## config.mk

```make
export PLATFORM = sky130hd
export DESIGN_NAME = gre_decoder
export DESIGN_NICKNAME = d
export VERILOG_FILES = /design/src/rtl/gre_pkg.sv /design/src/rtl/gre_decoder.sv /design/src/rtl/gre_sync.sv
export SDC_FILE = /design/constraint.sdc
export NUM_CORES = 1
export LEC_CHECK = 0
export BUFFER_PORTS_ARGS = -buffer_cell sky130_fd_sc_hd__buf_2
export CORE_ASPECT_RATIO = 0.75
export CORE_MARGIN = 5
export CORE_UTILIZATION = 50
export DETAILED_ROUTE_END_ITERATION = 6
export PLACE_DENSITY = 0.73
export SLEW_MARGIN = 25
export SYNTH_ARGS = -nofsm -noshare
export SYNTH_HDL_FRONTEND = slang
export SYNTH_SLANG_ARGS = --single-unit
```

## constraint.sdc

```tcl
create_clock -name clk_in -period 6.19 [get_ports clk_in]
set_input_delay 0.9285 -clock clk_in [delete_from_list [all_inputs] [get_ports clk_in]]
set_output_delay 0.9285 -clock clk_in [all_outputs]
set_load 0.005 [all_outputs]
```

## src/rtl/gre_pkg.sv

```systemverilog
/*
 * gre_pkg: shared constants and carriers of the rotary encoder decoder.
 * assumes: coil states arrive as already-thresholded digital levels.
 */
package gre_pkg;

    // ************************************************************
    // sizes
    // ************************************************************
    localparam int GRE_NUM_CHANNELS = 6;
    localparam int GRE_CHAN_IDX_W = 3;
    localparam int GRE_NUM_TARGETS = 8;
    localparam int GRE_STATES_PER_TARGET = 4;
    localparam int GRE_POS_PER_REV = GRE_STATES_PER_TARGET * GRE_NUM_TARGETS;
    localparam int GRE_POS_W = 5;
    localparam int GRE_COUNT_W = 16;

    // ************************************************************
    // gray states, coil a in bit 1, coil b in bit 0
    // ************************************************************
    localparam logic [1:0] GRE_STATE_POS1 = 2'h2;
    localparam logic [1:0] GRE_STATE_POS2 = 2'h3;
    localparam logic [1:0] GRE_STATE_POS3 = 2'h1;
    localparam logic [1:0] GRE_STATE_POS4 = 2'h0;

    // with references: {a, a_ref, b, b_ref}
    localparam logic [3:0] GRE_REF_POS1 = 4'h5;
    localparam logic [3:0] GRE_REF_POS2 = 4'h9;
    localparam logic [3:0] GRE_REF_POS3 = 4'hA;
    localparam logic [3:0] GRE_REF_POS4 = 4'h6;

    // ************************************************************
    // reset values
    // ************************************************************
    localparam logic [GRE_COUNT_W-1:0] GRE_COUNT_RST = 16'h0000;
    localparam logic [GRE_POS_W-1:0] GRE_POS_RST = 5'h00;
    localparam logic [1:0] GRE_PHASE_RST = 2'h0;

    // ************************************************************
    // carriers
    // ************************************************************
    typedef struct packed {
        logic [GRE_CHAN_IDX_W-1:0] a;
        logic [GRE_CHAN_IDX_W-1:0] a_ref;
        logic [GRE_CHAN_IDX_W-1:0] b;
        logic [GRE_CHAN_IDX_W-1:0] b_ref;
        logic use_ref;
    } gre_cfg_s;

    typedef struct packed {
        logic [GRE_COUNT_W-1:0] count;
        logic [GRE_POS_W-1:0] position;
        logic [1:0] phase;
        logic valid;
    } gre_status_s;

    typedef struct packed {
        logic step_up;
        logic step_down;
        logic invalid;
    } gre_event_s;

    typedef enum logic [1:0] {
        GRE_ST_INIT,
        GRE_ST_TRACK,
        GRE_ST_FAULT
    } gre_state_e;

endpackage

```

## src/rtl/gre_decoder.sv

```systemverilog
/*
 * gre_decoder: gray-coded relative rotary encoder from coil states.
 * assumes: channel levels are 1 while the target covers the coil;
 * the channel select is held static while counting matters.
 */
// Contract
// - a coil reads one when covered by target, zero when clear.
// - two coils give four gray positions ninety degrees apart.
// - plain map (A,B): pos1 10, pos2 11, pos3 01, pos4 00.
// - rotation comes from successive state changes, no absolute reference.
// - positions per revolution equal four times the target count.
// - same sequence for any equivalent coil placement, period four.
// - reference coil is complement of its partner; decide on the difference.
// - reference map (A,Ar,B,Br): 0101, 1001, 1010, 0110.
// - up to six sensing channels feed the encoder coil selection.
module gre_decoder
    import gre_pkg::*;
(
    // clock and reset
    input wire logic clk_in,
    input wire logic reset_n_in,
    // sensing channels and selection
    input wire logic [GRE_NUM_CHANNELS-1:0] chan_in,
    input wire gre_cfg_s cfg_in,
    // results
    output gre_status_s status_out,
    output gre_event_s event_out
);
    import gre_pkg::*;

    // ************************************************************
    // channel capture
    // ************************************************************
    logic [GRE_NUM_CHANNELS-1:0] lvl;

    gre_sync u_sync (
        .clk_in(clk_in),
        .reset_n_in(reset_n_in),
        .raw_in(chan_in),
        .level_out(lvl)
    );

    // ************************************************************
    // coil selection and decision
    // ************************************************************
    // out-of-range channel selects read as clear coils
    wire coil_a = (cfg_in.a < GRE_CHAN_IDX_W'(GRE_NUM_CHANNELS))
        ? lvl[cfg_in.a] : 1'b0;
    wire coil_b = (cfg_in.b < GRE_CHAN_IDX_W'(GRE_NUM_CHANNELS))
        ? lvl[cfg_in.b] : 1'b0;
    wire coil_ar = (cfg_in.a_ref < GRE_CHAN_IDX_W'(GRE_NUM_CHANNELS))
        ? lvl[cfg_in.a_ref] : 1'b0;
    wire coil_br = (cfg_in.b_ref < GRE_CHAN_IDX_W'(GRE_NUM_CHANNELS))
        ? lvl[cfg_in.b_ref] : 1'b0;
    wire [3:0] ref_word = {coil_a, coil_ar, coil_b, coil_br};
    // pair must disagree; equal pair means neither covered nor clear
    wire ref_ok = (coil_a != coil_ar) && (coil_b != coil_br);
    // difference sign of each pair carries the decision
    wire [1:0] ref_ab = {coil_a & ~coil_ar, coil_b & ~coil_br};
    // word rebuilt from the pair differences only
    wire [3:0] ref_norm = {ref_ab[1], ~ref_ab[1], ref_ab[0], ~ref_ab[0]};
    wire [1:0] plain_ab = {coil_a, coil_b};
    wire sample_ok = cfg_in.use_ref ? ref_ok : 1'b1;

    // map gray state to phase 0..3 (position 1..4)
    function automatic logic [1:0] plain_phase(input logic [1:0] s);
        logic [1:0] p;
        p = 2'h0;
        case (s)
            GRE_STATE_POS1: p = 2'h0;
            GRE_STATE_POS2: p = 2'h1;
            GRE_STATE_POS3: p = 2'h2;
            GRE_STATE_POS4: p = 2'h3;
            default: p = 2'h0;
        endcase
        return p;
    endfunction

    function automatic logic [1:0] ref_phase(input logic [3:0] w);
        logic [1:0] p;
        p = 2'h0;
        case (w)
            GRE_REF_POS1: p = 2'h0;
            GRE_REF_POS2: p = 2'h1;
            GRE_REF_POS3: p = 2'h2;
            GRE_REF_POS4: p = 2'h3;
            default: p = 2'h0;
        endcase
        return p;
    endfunction

    wire [1:0] cur_phase = cfg_in.use_ref ? ref_phase(ref_norm)
        : plain_phase(plain_ab);

    // ************************************************************
    // step detection
    // ************************************************************
    gre_state_e state_q;
    gre_state_e state_d;
    logic [1:0] phase_q;
    logic [GRE_COUNT_W-1:0] count_q;
    logic [GRE_POS_W-1:0] pos_q;
    logic up_q;
    logic down_q;
    logic inv_q;
    logic valid_q;

    // only relative steps matter, so placement at 4n offsets is harmless
    wire [1:0] delta = cur_phase - phase_q;
    wire tracking = (state_q == GRE_ST_TRACK) && sample_ok;
    wire step_up = tracking && (delta == 2'h1);
    wire step_down = tracking && (delta == 2'h3);
    wire step_bad = tracking && (delta == 2'h2);
    wire [GRE_POS_W-1:0] pos_wrap = GRE_POS_W'(GRE_POS_PER_REV - 1);

    always_comb begin
        state_d = state_q;
        case (state_q)
            GRE_ST_INIT: begin
                if (sample_ok) begin
                    state_d = GRE_ST_TRACK;
                end
            end
            GRE_ST_TRACK: begin
                if (!sample_ok) begin
                    state_d = GRE_ST_FAULT;
                end
            end
            GRE_ST_FAULT: begin
                // relearn the phase without counting the jump
                if (sample_ok) begin
                    state_d = GRE_ST_TRACK;
                end
            end
            default: state_d = GRE_ST_INIT;
        endcase
    end

    always_ff @(posedge clk_in) begin
        if (!reset_n_in) begin
            state_q <= GRE_ST_INIT;
            phase_q <= GRE_PHASE_RST;
            valid_q <= 1'b0;
        end else begin
            state_q <= state_d;
            valid_q <= (state_d == GRE_ST_TRACK);
            // a jump relearns the phase so the next step keeps its direction
            if (sample_ok) begin
                phase_q <= cur_phase;
            end
        end
    end

    // ************************************************************
    // counters
    // ************************************************************
    always_ff @(posedge clk_in) begin
        if (!reset_n_in) begin
            count_q <= GRE_COUNT_RST;
            pos_q <= GRE_POS_RST;
        end else if (step_up) begin
            count_q <= count_q + 1'b1;
            pos_q <= (pos_q == pos_wrap) ? GRE_POS_RST : pos_q + 1'b1;
        end else if (step_down) begin
            count_q <= count_q - 1'b1;
            pos_q <= (pos_q == GRE_POS_RST) ? pos_wrap : pos_q - 1'b1;
        end
    end

    always_ff @(posedge clk_in) begin
        if (!reset_n_in) begin
            up_q <= 1'b0;
            down_q <= 1'b0;
            inv_q <= 1'b0;
        end else begin
            up_q <= step_up;
            down_q <= step_down;
            inv_q <= step_bad;
        end
    end

    assign status_out.count = count_q;
    assign status_out.position = pos_q;
    assign status_out.phase = phase_q;
    assign status_out.valid = valid_q;
    assign event_out.step_up = up_q;
    assign event_out.step_down = down_q;
    assign event_out.invalid = inv_q;
endmodule

```

## src/rtl/gre_sync.sv

```systemverilog
/*
 * gre_sync: three-flop input synchroniser per sensing channel.
 * assumes: channel levels come from the sensing front end on another clock.
 */
module gre_sync
    import gre_pkg::*;
(
    // clock and reset
    input wire logic clk_in,
    input wire logic reset_n_in,
    // channels
    input wire logic [GRE_NUM_CHANNELS-1:0] raw_in,
    output logic [GRE_NUM_CHANNELS-1:0] level_out
);
    import gre_pkg::*;

    // ************************************************************
    // per channel synchroniser and agreement filter
    // ************************************************************
    genvar i;
    generate
        for (i = 0; i < GRE_NUM_CHANNELS; i++) begin : g_ch
            logic s1_q;
            logic s2_q;
            logic s3_q;
            logic lvl_q;
            wire agree = (s2_q == s3_q);
            always_ff @(posedge clk_in) begin
                s1_q <= raw_in[i];
                s2_q <= s1_q;
                s3_q <= s2_q;
            end
            // level follows the pin in reset: no false step at release
            always_ff @(posedge clk_in) begin
                // change counts once second and third agree
                if (!reset_n_in || agree) begin
                    lvl_q <= s3_q;
                end
            end
            assign level_out[i] = lvl_q;
        end
    endgenerate

endmodule

```

After elaboration in Yosys (flattened, before gate mapping)
Cells that the tools add are included.
{"block": "totals", "register_bits": 53, "inputBits": 21, "out_inout_bits": 27}
{"block": "classes", "add_sub_neg": 5, "order_cmp": 8, "n_eq_ne": 21, "n_mux": 25, "n_bitwise": 6, "reduce_logical": 17}
{"cell": "16-bit two-way mux", "n": 2}
{"cell": "5-bit two-way mux", "n": 4}
{"cell": "16-bit by 1-bit adder with 16-bit output (second input constant)", "n": 1}
{"cell": "3-bit by 4-bit less-than comparator with 1-bit output (second input constant)", "n": 4}
{"cell": "16-bit by 1-bit subtractor with 16-bit output (second input constant)", "n": 1}
{"cell": "1-bit binary-select mux with 3-bit select", "n": 4}
{"cell": "3-bit less-than comparator (second input constant)", "n": 4}
{"cell": "2-bit == test (second input constant)", "n": 5}
{"cell": "1-bit two-way mux", "n": 9}
{"cell": "2-bit by 1-bit == test with 1-bit output (second input constant)", "n": 4}
{"cell": "4-bit == test (second input constant)", "n": 2}
{"cell": "2-bit one-hot mux with 4 select lines", "n": 1}
{"cell": "1-bit == test", "n": 6}
{"cell": "1-bit logical OR", "n": 6}
{"cell": "2-bit two-way mux", "n": 3}
{"cell": "2-bit one-hot mux with 3 select lines", "n": 1}
{"cell": "5-bit by 1-bit adder with 5-bit output (second input constant)", "n": 1}
{"cell": "5-bit == test (second input constant)", "n": 1}
{"cell": "1-bit logical AND", "n": 5}
{"cell": "5-bit logical NOT", "n": 1}
{"cell": "5-bit by 1-bit subtractor with 5-bit output (second input constant)", "n": 1}
{"cell": "4-bit by 3-bit == test with 1-bit output (second input constant)", "n": 1}
{"cell": "2-bit logical NOT", "n": 2}
{"cell": "1-bit NOT", "n": 4}
{"cell": "7 further kinds", "n": 9}

Logic depth before layout (Yosys ltp)
Gate-level depths: netlist of run 1.
{"block": "logic_depth", "word_depth": 14, "ltp_mapped": 22, "mapped_depth_nobuf": 20}

By module
Synthesis of run 1 repeated with hierarchy kept, for this count alone.
{"block": "hier_totals", "cells_unflattened": 302, "area_unflattened_um2": 2941.6}
{"mod": "gre_decoder", "instances": 1, "cells_per_inst": 260, "area_per_inst_um2": 2280.9, "seq_area_each_um2": 580.6}
{"mod": "gre_sync", "instances": 1, "cells_per_inst": 42, "area_per_inst_um2": 660.6, "seq_area_each_um2": 540.5}

Least setup slack after synthesis of run 1
OpenSTA, ideal clock, no wires.
{"block": "synth_path", "path_type": "input port to flip-flop", "startpoint": "input port cfg_in[4] (netlist bit)", "endpoint": "register count_q[15]", "setup_time_ns": 0.071, "arrival_ns": 5.645, "slack_ns": 0.474, "stages": 20, "path_buffers": 2, "path_cell_list": "mux4_2 mux2_2 ha_1 inv_1 ha_1 a21oi_1 ha_1 nor2_1 and2_1 clkbuf_1 buf_1 nand2_1 ha_1 a211oi_1 nor2_1 o41ai_1 o21ai_0 xnor2_1 or3_1 a21oi_1"}
{"block": "synth_between", "elab_chain_cells": 12, "elab_cells_between_ends": 27, "cone_classes": "add/sub: 1; order compare: 1; eq/ne: 9; mux: 8; bitwise: 2; reduce/logical: 6"}
{"element": "start: declaration", "line": "gre_decoder.sv:24", "text": "input wire gre_cfg_s cfg_in,"}
{"element": "1-bit binary-select mux with 3-bit select", "line": "gre_decoder.sv:50", "text": "? lvl[cfg_in.b] : 1'b0;"}
{"element": "1-bit two-way mux (implied by the code)", "line": "gre_decoder.sv:50"}
{"element": "1-bit two-way mux *", "line": "gre_decoder.sv:50"}
{"element": "1-bit bitwise AND", "line": "gre_decoder.sv:59", "text": "wire [1:0] ref_ab = {coil_a & ~coil_ar, coil_b & ~coil_br};"}
{"element": "1-bit NOT", "line": "gre_decoder.sv:61", "text": "wire [3:0] ref_norm = {ref_ab[1], ~ref_ab[1], ref_ab[0], ~ref_ab[0]};"}
{"element": "4-bit by 3-bit == test with 1-bit output / 4-bit == test (equally long branches)", "line": "gre_decoder.sv:82", "text": "case (w)"}
{"element": "2-bit one-hot mux with 3 select lines", "line": "gre_decoder.sv:82"}
{"element": "2-bit two-way mux", "line": "gre_decoder.sv:92", "text": "wire [1:0] cur_phase = cfg_in.use_ref ? ref_phase(ref_norm)"}
{"element": "2-bit subtractor", "line": "gre_decoder.sv:109", "text": "wire [1:0] delta = cur_phase - phase_q;"}
{"element": "2-bit by 1-bit == test with 1-bit output / 2-bit == test (equally long branches)", "line": "gre_decoder.sv:111, gre_decoder.sv:112"}
{"element": "1-bit logical AND, on equally long branches", "line": "gre_decoder.sv:111, gre_decoder.sv:112"}
{"element": "16-bit two-way mux / 2-bit nonzero test (equally long branches)"}
{"element": "end signal: assignment", "line": "gre_decoder.sv:162", "text": "count_q <= count_q + 1'b1;"}
{"element": "end signal: assignment", "line": "gre_decoder.sv:165", "text": "count_q <= count_q - 1'b1;"}
{"element": "end: declaration", "line": "gre_decoder.sv:101", "text": "logic [GRE_COUNT_W-1:0] count_q;"}
Every way passes the cells marked *; elsewhere a longest branch is shown, timed or not. The select of a mux whose other input is x is not followed.
A chain may end at the register's enable or synchronous reset.

Final worst setup path of run 1
{"block": "layout_path", "startpoint": "input port cfg_in[4] (netlist bit)", "endpoint": "register count_q[14]"}
The elaborated chain is that of the path after synthesis.

==> results of run 1 <==
cell usage in the layout, fill, tap and decap left out, types with 2 or more instances in the layout:
cell type	n
buf_2	47
or3_1	4
mux2i_1	8
o31ai_1	2
xor2_1	13
inv_1	12
a21o_1	8
buf_4	2
o21a_1	3
nand2_1	21
ha_1	22
nand2b_1	2
mux4_2	3
mux2_2	2
xnor2_1	7
nor2_1	30
a211oi_1	7
xnor2_4	2
nand3_1	8
a22oi_1	2
o21ai_0	17
o311ai_0	2
edfxtp_1	6
nor3_1	7
nor2b_1	2
o41ai_1	2
dfxtp_1	47
a21oi_1	19
clkbuf_8	5
report_power, final:
group / internal [uW] / total (uW) / switching (uW)
sequential: 384 / 415 / 31.3
clock: 84.8 / 207 / 122
combinational: 226 / 484 / 259
total: 694 / 1110 / 412
flip-flops by register name, summed over array words and instances, names as in the netlist, 2 cells and up:
| register | flops |
|---|---|
| pos_q | 5 |
| u_sync.g_ch.lvl_q | 6 |
| state_q | 2 |
| u_sync.g_ch.s3_q | 6 |
| u_sync.g_ch.s1_q | 6 |
| count_q | 16 |
| phase_q | 2 |
| u_sync.g_ch.s2_q | 6 |
per-layer routing:
| layer | vias up | global-route usage | routed length, um |
|---|---|---|---|
| met2 | 53 | 0.263 | 2460 |
| met4 | 0 | 0.0421 | 81 |
| met3 | 13 | 0.0375 | 272 |
| li1 | 1131 | - | - |
| met1 | 1034 | 0.218 | 2880 |
| met5 | - | 0 | 0 |
final cells by class:
class                           count  area, um2  area share
Inverter                           12       45.0      0.0140
Multi-Input combinational cell    215       1600       0.499
Clock inverter                      3       28.8     0.00896
Tap cell                           75       93.8      0.0292
Sequential cell                    53       1120       0.349
Timing Repair Buffer               49        250      0.0779
Clock buffer                        5       68.8      0.0214
kinds of logic after synthesis:
| family | count (synthesis) | share of synthesized area |
|---|---|---|
| muxes | 14 | 0.0689 |
| and+or+nand+nor | 83 | 0.134 |
| AOI/OAI and AO/OA | 72 | 0.165 |
| buffers and inverters | 24 | 0.0448 |
| DFF | 53 | 0.393 |
| adders and majority gates | 23 | 0.104 |
| xor gates and xnor gates | 23 | 0.0904 |
how the worst max path moves through the flow:
| stage | from | endpoint | slack, ns | cells past startpoint |
|---|---|---|---|---|
| 6_report | cfg_in[4] | count_q[14] | 0.76 | 19 |
| 5_1_grt | cfg_in[4] | count_q[14] | 0.44 | 19 |
| 4_1_cts | cfg_in[4] | count_q[14] | 0.78 | 19 |
| 3_5_place_dp | cfg_in[4] | count_q[14] | 0.48 | 19 |
| 3_3_place_gp | cfg_in[4] | count_q[15] | 0.58 | 20 |
| 2_1_floorplan | cfg_in[4] | count_q[15] | 0.47 | 20 |
worst max-delay path, cell delays in order:
cell and delay, ns:
buf_2 0.11, mux4_2 0.49, mux2_2 0.31, ha_1 0.20, inv_1 0.05, ha_1 0.21, a21oi_1 0.20, ha_1 0.27
xnor2_4 0.14, xnor2_4 0.30, nand2_1 0.43, ha_1 0.50, a21o_1 0.21, a21o_1 0.18, a211oi_1 0.31, a21oi_1 0.14
o31ai_1 0.30, xor2_1 0.11, a211oi_1 0.24
per-stage QoR:
stage               hold WS [ns]  worst slack, ns  total power, uW  instances  utilization
floorplan                  0.310            0.474              794        292            -
global placement           0.310            0.578              893        404        0.572
detailed placement         0.313            0.476              901        404        0.572
CTS                        0.339            0.782             1120        412        0.590
global route               0.344            0.435             1200        412        0.590
finish                     0.336            0.764             1110        412        0.590
==> impl_results.md, run 1 <==
- DRT Pass-1 Iters: 4
- Area leader, netlist: dfxtp_1
- TNS Setup: 0 ns
- Cells after Synth: 292
- Total gr overflow: 0
- Count leader, synth: dfxtp_1
- Dominant synthesized flop cell: dfxtp_1
- CTS Sinks: 53
- CP Data Arrival Time: 5.65 ns
- Hold Crit Start: u_sync.g_ch[4].s1_q
- Final Wtd Congestion: 0.861
- Number of I/O port buffers: 47
- Starting DRC count in detailed routing: approximately 140
- Finish-stage setup viols: 0
- Global-route wire length before repair: just under 10,000 um
- DRC Markers: 0
- Via density: ~5.4
- Top cell type's share of synthesized area: 0.330
- Filler cell count: just under 500
- Power per cell area: 345 mW/mm2
- Startpoint class of the critical path: input port
- Yosys cell types: 52
- Post-cts resize count: 0
- Peak VDD IR: around 0.12 mV
- Clk pin slew, worst setup/hold paths: roughly 0.1 ns
- Max Cap Violations: 0
- Cell Rows: 23
- Fin. max-slew vios: 0
- Post-synthesis area per instance: 9.77 um2
- Placed wire-length estimate: 4230 um
- CP max FO: 15
- CORE AREA: around 0.0054 mm2
- Worst Setup End Kind: register
- Fin. Hold Viols: 0
- CP required: 6.41 ns
- Layout area overhead: 12.6%
- Diode count: 0
- Worst R2R End: count_q[14]
- Status: finished, final reports clean
- Seq/Total Area, Yosys: 0.393
- Synth top area cells: dfxtp_1 (33%), ha_1 (9.7%), edfxtp_1 (6.3%), xor2_1 (4.0%), nor2_1 (3.9%)
- Min-delay worst type: reg -> reg
- Slew @ Worst Pin: slightly above 0.8 ns
- Flop-to-flop setup slack: between 1 and 1.5 ns
- Clock Latency Late Sink: 0.31 ns
- R2R depth: 18
- Largest net degree at the start of global routing: 25
- P_leak: about 0.0014 uW
- Initial core utilization: 0.524
- Fraction of registers with async set/reset: 0
- Total number of vias: 2,231
- Fin crit period: 5.43 ns
- Clock Skew: approximately 0.0045 ns
- Root buffer cell: clkbuf_8
- Crit Path Category: in -> reg
- Fin crit share: 0.877
- Total track usage: 0.160
- Worst Hold Path EP: u_sync.g_ch[4].s2_q
- Syn nets: 336
- Max Freq: 184 MHz
- Vias in the first global route: ~2,100
- Nets@finish: 380
- EDFF count, synth: 6
- Synth Register Bits: 53
- H-Tree Depth: 2
- WL/cell: 13.8 um
- Cell Area, Placed: 0.00311 mm2
- Fraction of layout cells with a size suffix above 1: 0.199
- Unrepaired setup endpoints after global routing: no
- Post-CTS Setup Inserts: 0
- RR Startpoint: u_sync.g_ch[4].lvl_q
- Synth cell count leaders: dfxtp_1 (47), nor2_1 (30), ha_1 (22), nand2_1 (21), a21oi_1 (19)
- Die area: about 0.0073 mm2
- Final instance area: 0.00321 mm2
- CTS Hold Bufs: 0
- Routed WL: ~5700 um
- Die extent in y: ~75 um
- Die X-Extent: ~97 um
- Initial antenna violation count: 0
- I/O Pins: between 40 and 50
- Number of routed nets with antenna violations: 0
- Slew HR: 0.457
- Synthesized area: 0.00285 mm2
- Max Buffers Root-to-Sink: 2
- Num CTS Buffers: 5
- TritonCTS clock tree: built
- Hold path depth: 0
- Syn. warnings: 0
Power figures use the tool's default switching activity.
==> inputs of run 2 (changes only) <==
- RECOVER_POWER: not set -> 100
==> impl_results.md, run 2 (synthesized netlist as in run 1, its figures left out) <==
- Status: finished, final reports clean
- TritonCTS clock tree: built
- Unrepaired setup endpoints after global routing: no
- Clock Skew: 0.00499 ns (+0.000437 ns)
- Total number of vias: 2,208 (-1.0%)
- Num CTS Buffers: 5 (unchanged)
- Nets@finish: 380 (unchanged)
- DRC Markers: 0 (unchanged)
- P_sw: 413 uW (+0.15%)
- Number of I/O port buffers: 47 (unchanged)
- Flop-to-flop setup slack: 0.91 ns (-0.13 ns)
- CP required: 6.42 ns (about the same)
- Initial core utilization: 0.524 (unchanged)
- Cells after DPL: 404 (unchanged)
- Routed WL: 5720 um (+0.44%)
- Hold path depth: 0 (unchanged)
- Switching Fraction: 0.376 (+0.00379)
- CTS Sinks: 53 (unchanged)
- Power per cell area: 346 mW/mm2 (+0.27%)
- Crit Path Category: in -> reg
- Initial antenna violation count: 0 (unchanged)
- Number of flip-flops in the largest register: 16 (unchanged)
- Logic pwr share: 0.432 (-0.006)
- Hold Crit Start: u_sync.g_ch[4].s1_q
- Clk pin slew, worst setup/hold paths: 0.10 ns (about the same)
- Post-route insts no fill: 412 (unchanged)
- Worst path most repeated cell: ha_1
- Starting DRC count in detailed routing: 139 (+2.2%)
- Fin. Hold Viols: 0 (unchanged)
- Cell Rows: 23 (unchanged)
- Seq pwr share: 0.379 (+0.004)
- Diode count: 0 (unchanged)
- Clock power share: 0.189 (+0.002)
- Slew @ Worst Pin: 0.886 ns (+0.0733 ns)
- Worst setup startpoint: cfg_in[4]
- Clock Latency Late Sink: 0.30 ns (about the same)
- CTS Hold Bufs: 0 (unchanged)
- Final instance area: 0.00317 mm2 (-1.1%)
- Most frequent cells in the layout: dfxtp_1 (47), nor2_1 (30), clkbuf_1 (25), buf_2 (24), ha_1 (22)
- Worst path max stage delay: 0.51 ns (about the same)
- Fin crit period: 5.61 ns (+0.182 ns)
- Worst Hold Path EP: u_sync.g_ch[4].s2_q
- P_leak: 0.00134 uW (-7.1%)
- Fraction of layout cells with a size suffix above 1: 0.122 (-0.0772)
- I/O Pins: 48 (unchanged)
- Max Freq: 178 MHz (-3.2%)
- Largest net degree at the start of global routing: 25 (unchanged)
- Cell Area, Placed: 0.00311 mm2 (unchanged)
- Max Cap Violations: 0 (unchanged)
- CP max FO: 15 (unchanged)
- H-Tree Depth: 2 (unchanged)
- CP max-delay cell: mux4_2
- Root buffer cell: clkbuf_8
- Max Buffers Root-to-Sink: 2 (unchanged)
- Critical Path, Cell by Cell: clkbuf_1, mux4_2, mux2_1, ha_1, inv_1, ha_1, a21oi_1, ha_1, xnor2_4, xnor2_4, nand2_1, ha_1, a211oi_1, nor2_1, o41ai_1, clkbuf_1, o21ai_0, xnor2_1, or3_1, a21oi_1
- DRT Pass-1 Iters: 4 (unchanged)
- Global-route wire length before repair: 9610 um (unchanged)
- Startpoint class of the critical path: input port
- Die extent in y: 75.4 um (unchanged)
- Final Wtd Congestion: 0.861 (unchanged)
- Total gr overflow: 0 (unchanged)
- CORE AREA: 0.00544 mm2 (unchanged)
- Final Power: 1100 uW (-0.86%)
- Min-delay worst type: reg -> reg
- Top reg by flops: count_q
- TNS Setup: 0 ns (unchanged)
- CP Data Arrival Time: 5.84 ns (+0.19 ns)
- Number of routed nets with antenna violations: 0 (unchanged)
- Layout area overhead: 11.3%
- Worst Setup End Kind: register
- Vias in the first global route: 2,089 (unchanged)
- R2R depth: 19 (+1)
- Fin. max-slew vios: 0 (unchanged)
- Finish-stage setup viols: 0 (unchanged)
- Int Pwr: 684 uW (-1.5%)
- RR Startpoint: u_sync.g_ch[4].lvl_q
- Die X-Extent: 97.2 um (unchanged)
- Peak VDD IR: 0.122 mV (about the same)
- Die area: 0.00733 mm2 (unchanged)
- WL/cell: 13.9 um (+0.44%)
- Total track usage: 0.160 (unchanged)
- Post-cts resize count: 0 (unchanged)
- Via density: 5.36 (-1.0%)
- Slew HR: 0.409 (-0.0475)
- Worst R2R End: count_q[15]
- Most common cell after layout, fill and taps aside: dfxtp_1
- Post-CTS Setup Inserts: 0 (unchanged)
- Placed wire-length estimate: 4230 um (unchanged)
- Fin crit share: 0.906 (+0.0294)
==> run 2: cell types whose count changed in the layout (fill, tap and decap cells not counted), sizes merged <==
cell    before  now
buf         49   24
clkbuf       5   30
==> run 2: final cells by class <==
cell class	count	area, um2
Sequential cell	53	1120
Timing Repair Buffer	49	214
Tap cell	75	93.8
Clock inverter	3	28.8
Clock buffer	5	68.8
Inverter	12	45.0
Multi-Input combinational cell	215	1600
Fill cell	500	2260
==> run 2: metal layers <==
layer,track usage,wire (um),share of wire,vias to the layer above
met1,0.218,2870,0.50,1016
met2,0.263,2530,0.44,59
li1,-,-,-,1131
met3,0.0375,284,0.050,2
met4,0.0421,35,0.0061,0
met5,0,0,0,-
==> run 2: how the worst max path moves through the flow <==
stage	end	slack, ns	depth (start not counted)
after global placement	count_q[15]	0.58	20
after floorplan	count_q[15]	0.47	20
after CTS	count_q[14]	0.78	19
after detailed placement	count_q[14]	0.48	19
final	count_q[15]	0.58	20
after global routing	count_q[15]	0.26	20
==> run 2: per-stage QoR <==
step / hold WS [ns] / worst slack, ns / util
floorplan: 0.310 / 0.474 / -
global placement: 0.310 / 0.578 / 0.572
detailed placement: 0.313 / 0.476 / 0.572
CTS: 0.339 / 0.782 / 0.590
global route: 0.344 / 0.260 / 0.584
finish: 0.336 / 0.582 / 0.584
==> run 2: worst max-delay path, delay by kind of cell <==
family,cells,cell delay (ns)
AOI/OAI and AO/OA,5,0.99
adders and majority gates,4,1.16
muxes,2,0.87
xor gates and xnor gates,3,0.59
buffers and inverters,3,0.43
and+or+nand+nor,3,0.86
==> run 2: power groups by stage <==
stage | combinational [uW] | clock (uW) | sequential (uW)
6_report | 474 | 207 | 416
5_1_grt | 534 | 230 | 421
4_1_cts | 483 | 218 | 415
3_5_place_dp | 478 | 0 | 423
3_3_place_gp | 471 | 0 | 421
2_1_floorplan | 375 | 0 | 418
==> inputs of run 3 (changes only) <==
- ABC_AREA: not set -> 1
==> impl_results.md, run 3 <==
- Most common cell after layout, fill and taps aside: nand2_1
- EDFF count, synth: 6 (unchanged)
- CP required: 6.40 ns (-0.02 ns)
- Number of I/O port buffers: 47 (unchanged)
- P_leak: 0.00171 uW (+28%)
- Yosys cell types: 40 (-23%)
- Crit Path Category: in -> reg
- Initial core utilization: 0.519 (-0.00504)
- Syn nets: 439 (+31%)
- Max Freq: 198 MHz (+11%)
- Fin crit period: 5.05 ns (-0.553 ns)
- Fin util: 0.572 (-0.0120)
- Final Power: 989 uW (-9.9%)
- GR Util met3: 0.0385 (+0.00102)
- Nets@finish: 484 (+27%)
- CTS Sinks: 53 (unchanged)
- Family with the most delay on the worst path: simple AND/OR/NAND/NOR gates
- Cells after DPL: 511 (+26%)
- Startpoint class of the critical path: input port
- Fin. max-slew vios: 0 (unchanged)
- Top cell type's share of synthesized area: 0.309 (-0.0205)
- Synth cell count leaders: nand2_1 (82), inv_1 (53), dfxtp_1 (47), a21oi_1 (31), o21ai_0 (31)
- Die extent in y: 77.5 um (+2.8%)
- Min-delay worst type: reg -> reg
- Post-route insts no fill: 519 (+26%)
- Seq/Total Area, Yosys: 0.369 (-0.0244)
- CORE AREA: 0.00586 mm2 (+7.7%)
- Synth top area cells: dfxtp_1 (31%), nand2_1 (10%), ha_1 (9.1%), inv_1 (6.5%), edfxtp_1 (5.9%)
- CP max FO: 15 (unchanged)
- Synthesized area: 0.00304 mm2 (+6.6%)
- Fin. Hold Viols: 0 (unchanged)
- Post-CTS Setup Inserts: 0 (unchanged)
- DRC Markers: 0 (unchanged)
- Initial antenna violation count: 0 (unchanged)
- CP max-delay cell: ha_1
- Fin crit share: 0.817 (-0.0894)
- CTS Hold Bufs: 0 (unchanged)
- Cells after Synth: 395 (+35%)
- Worst path max stage delay: 0.42 ns (-0.09 ns)
- Filler cell count: 567 (+13%)
- Total track usage: 0.171 (+0.0106)
- Post-cts resize count: 0 (unchanged)
- Total gr overflow: 0 (unchanged)
- Dominant synthesized flop cell: dfxtp_1
- Number of routed nets with antenna violations: 0 (unchanged)
- Post-synthesis area per instance: 7.70 um2 (-21%)
- Number of flip-flops in the largest register: 16 (unchanged)
- Worst Setup End Kind: register
- Count leader, synth: nand2_1
- Global-route wire length before repair: 11,100 um (+16%)
- H-Tree Depth: 2 (unchanged)
- CP Data Arrival Time: 5.27 ns (-0.57 ns)
- Clk pin slew, worst setup/hold paths: 0.10 ns (about the same)
- Die X-Extent: 100 um (+2.9%)
- Total number of vias: 2,627 (+19%)
- I/O Pins: 48 (unchanged)
- DRT Pass-1 Iters: 4 (unchanged)
- Worst path most repeated cell: nand2_1
- Finish-stage setup viols: 0 (unchanged)
- Placed wire-length estimate: 4760 um (+12%)
- Cell Rows: 24 (+4.3%)
- Slew @ Worst Pin: 1.07 ns (+0.188 ns)
- Power per cell area: 295 mW/mm2 (-15%)
- Vias in the first global route: 2,504 (+20%)
- Status: finished, final reports clean
- TNS Setup: 0 ns (unchanged)
- WP buf/inv: 6 (+3)
- Root buffer cell: clkbuf_8
- Die area: 0.00776 mm2 (+5.8%)
- Fraction of layout cells with a size suffix above 1: 0.125 (+0.00305)
- WL/cell: 12.0 um (-14%)
- Unrepaired setup endpoints after global routing: no
- Num CTS Buffers: 5 (unchanged)
- Syn. warnings: 0 (unchanged)
- TritonCTS clock tree: built
- Peak VDD IR: 0.151 mV (+24%)
- Via density: 5.06 (-5.6%)
- Top reg by flops: count_q
- Synth Register Bits: 53 (unchanged)
- Area leader, netlist: dfxtp_1
- Met2 Track Usage GR: 0.263 (about the same)
- Final Wtd Congestion: 0.869 (+1.0%)
- Max Cap Violations: 0 (unchanged)
- Starting DRC count in detailed routing: 159 (+14%)
- Clock Skew: 0.00841 ns (+0.00343 ns)
- Largest net degree at the start of global routing: 33 (+32%)
- Max Buffers Root-to-Sink: 2 (unchanged)
- Most frequent cells in the layout: nand2_1 (84), inv_1 (54), dfxtp_1 (47), o21ai_0 (33), a21oi_1 (32)
- Slew HR: 0.284 (-0.125)
- Clock Latency Late Sink: 0.31 ns (about the same)
- Routed WL: 6210 um (+8.5%)
- Most Used Layer, Global Route: met2
- Fraction of registers with async set/reset: 0 (unchanged)
- Diode count: 0 (unchanged)
- Layout area overhead: 10.1%
- M1 GR Usage: 0.247 (+0.0295)
==> run 3: cell types whose count changed in the layout (fill, tap and decap cells not counted), moves of 7 or more <==
cell,delta
a211oi_1,-7
a21oi_1,+13
clkbuf_1,-8
inv_1,+42
mux2i_1,-8
nand2_1,+63
nand3_1,+17
nor2_1,-17
o21ai_0,+15
==> run 3: kinds of logic (layout without fill, tap and decap cells) <==
logic type	after synthesis	after routing	synth area share
AND/OR/NAND/NOR	154	154	0.246
AO/OA/AOI/OAI	88	88	0.166
buffers and inverters	67	113	0.0934
flip-flops	53	53	0.369
adder cells (fa/ha/maj)	23	23	0.0971
XOR/XNOR	10	10	0.0288
==> run 3: final timing paths <==
kind / startpoint / to / slack, ns / depth (start not counted)
worst max-delay path: cfg_in[4] / count_q[15] / 1.14 / 28
worst max register to register: u_sync.g_ch[1].lvl_q / count_q[15] / 1.43 / 26
worst min-delay path: u_sync.g_ch[2].s1_q / u_sync.g_ch[2].s2_q / 0.34 / 0
worst min register to register: u_sync.g_ch[2].s1_q / u_sync.g_ch[2].s2_q / 0.34 / 0
==> run 3: cell type report <==
| class | instances | area [um2] | area share |
|---|---|---|---|
| repair buffers | 48 | 221 | 0.0662 |
| clock inverters | 3 | 28.8 | 0.00860 |
| inverters | 57 | 215 | 0.0643 |
| well taps | 78 | 97.6 | 0.0292 |
| clock buffers | 5 | 68.8 | 0.0206 |
| flip-flops and latches | 53 | 1120 | 0.335 |
| multi-input cells | 275 | 1590 | 0.476 |
==> run 3: per-stage QoR <==
stage / hold slack (ns) / area (um2) / worst slack, ns
global placement: 0.310 / 3310 / 1.32
CTS: 0.338 / 3410 / 1.52
finish: 0.336 / 3350 / 1.14
floorplan: 0.310 / 3040 / 1.99
global route: 0.344 / 3350 / 0.622
detailed placement: 0.312 / 3310 / 1.19
==> run 3: power breakdown <==
group,internal (uW),switching [uW]
Combinational,147,232
Sequential,378,23.6
Clock,84.7,123
Total,610,379
==> run 3: per-layer routing <==
metal  up-vias  wire length [um]
met5         -                 0
met4         0                59
met3         8               278
met2        50              2620
met1      1179              3250
li1       1390                 -
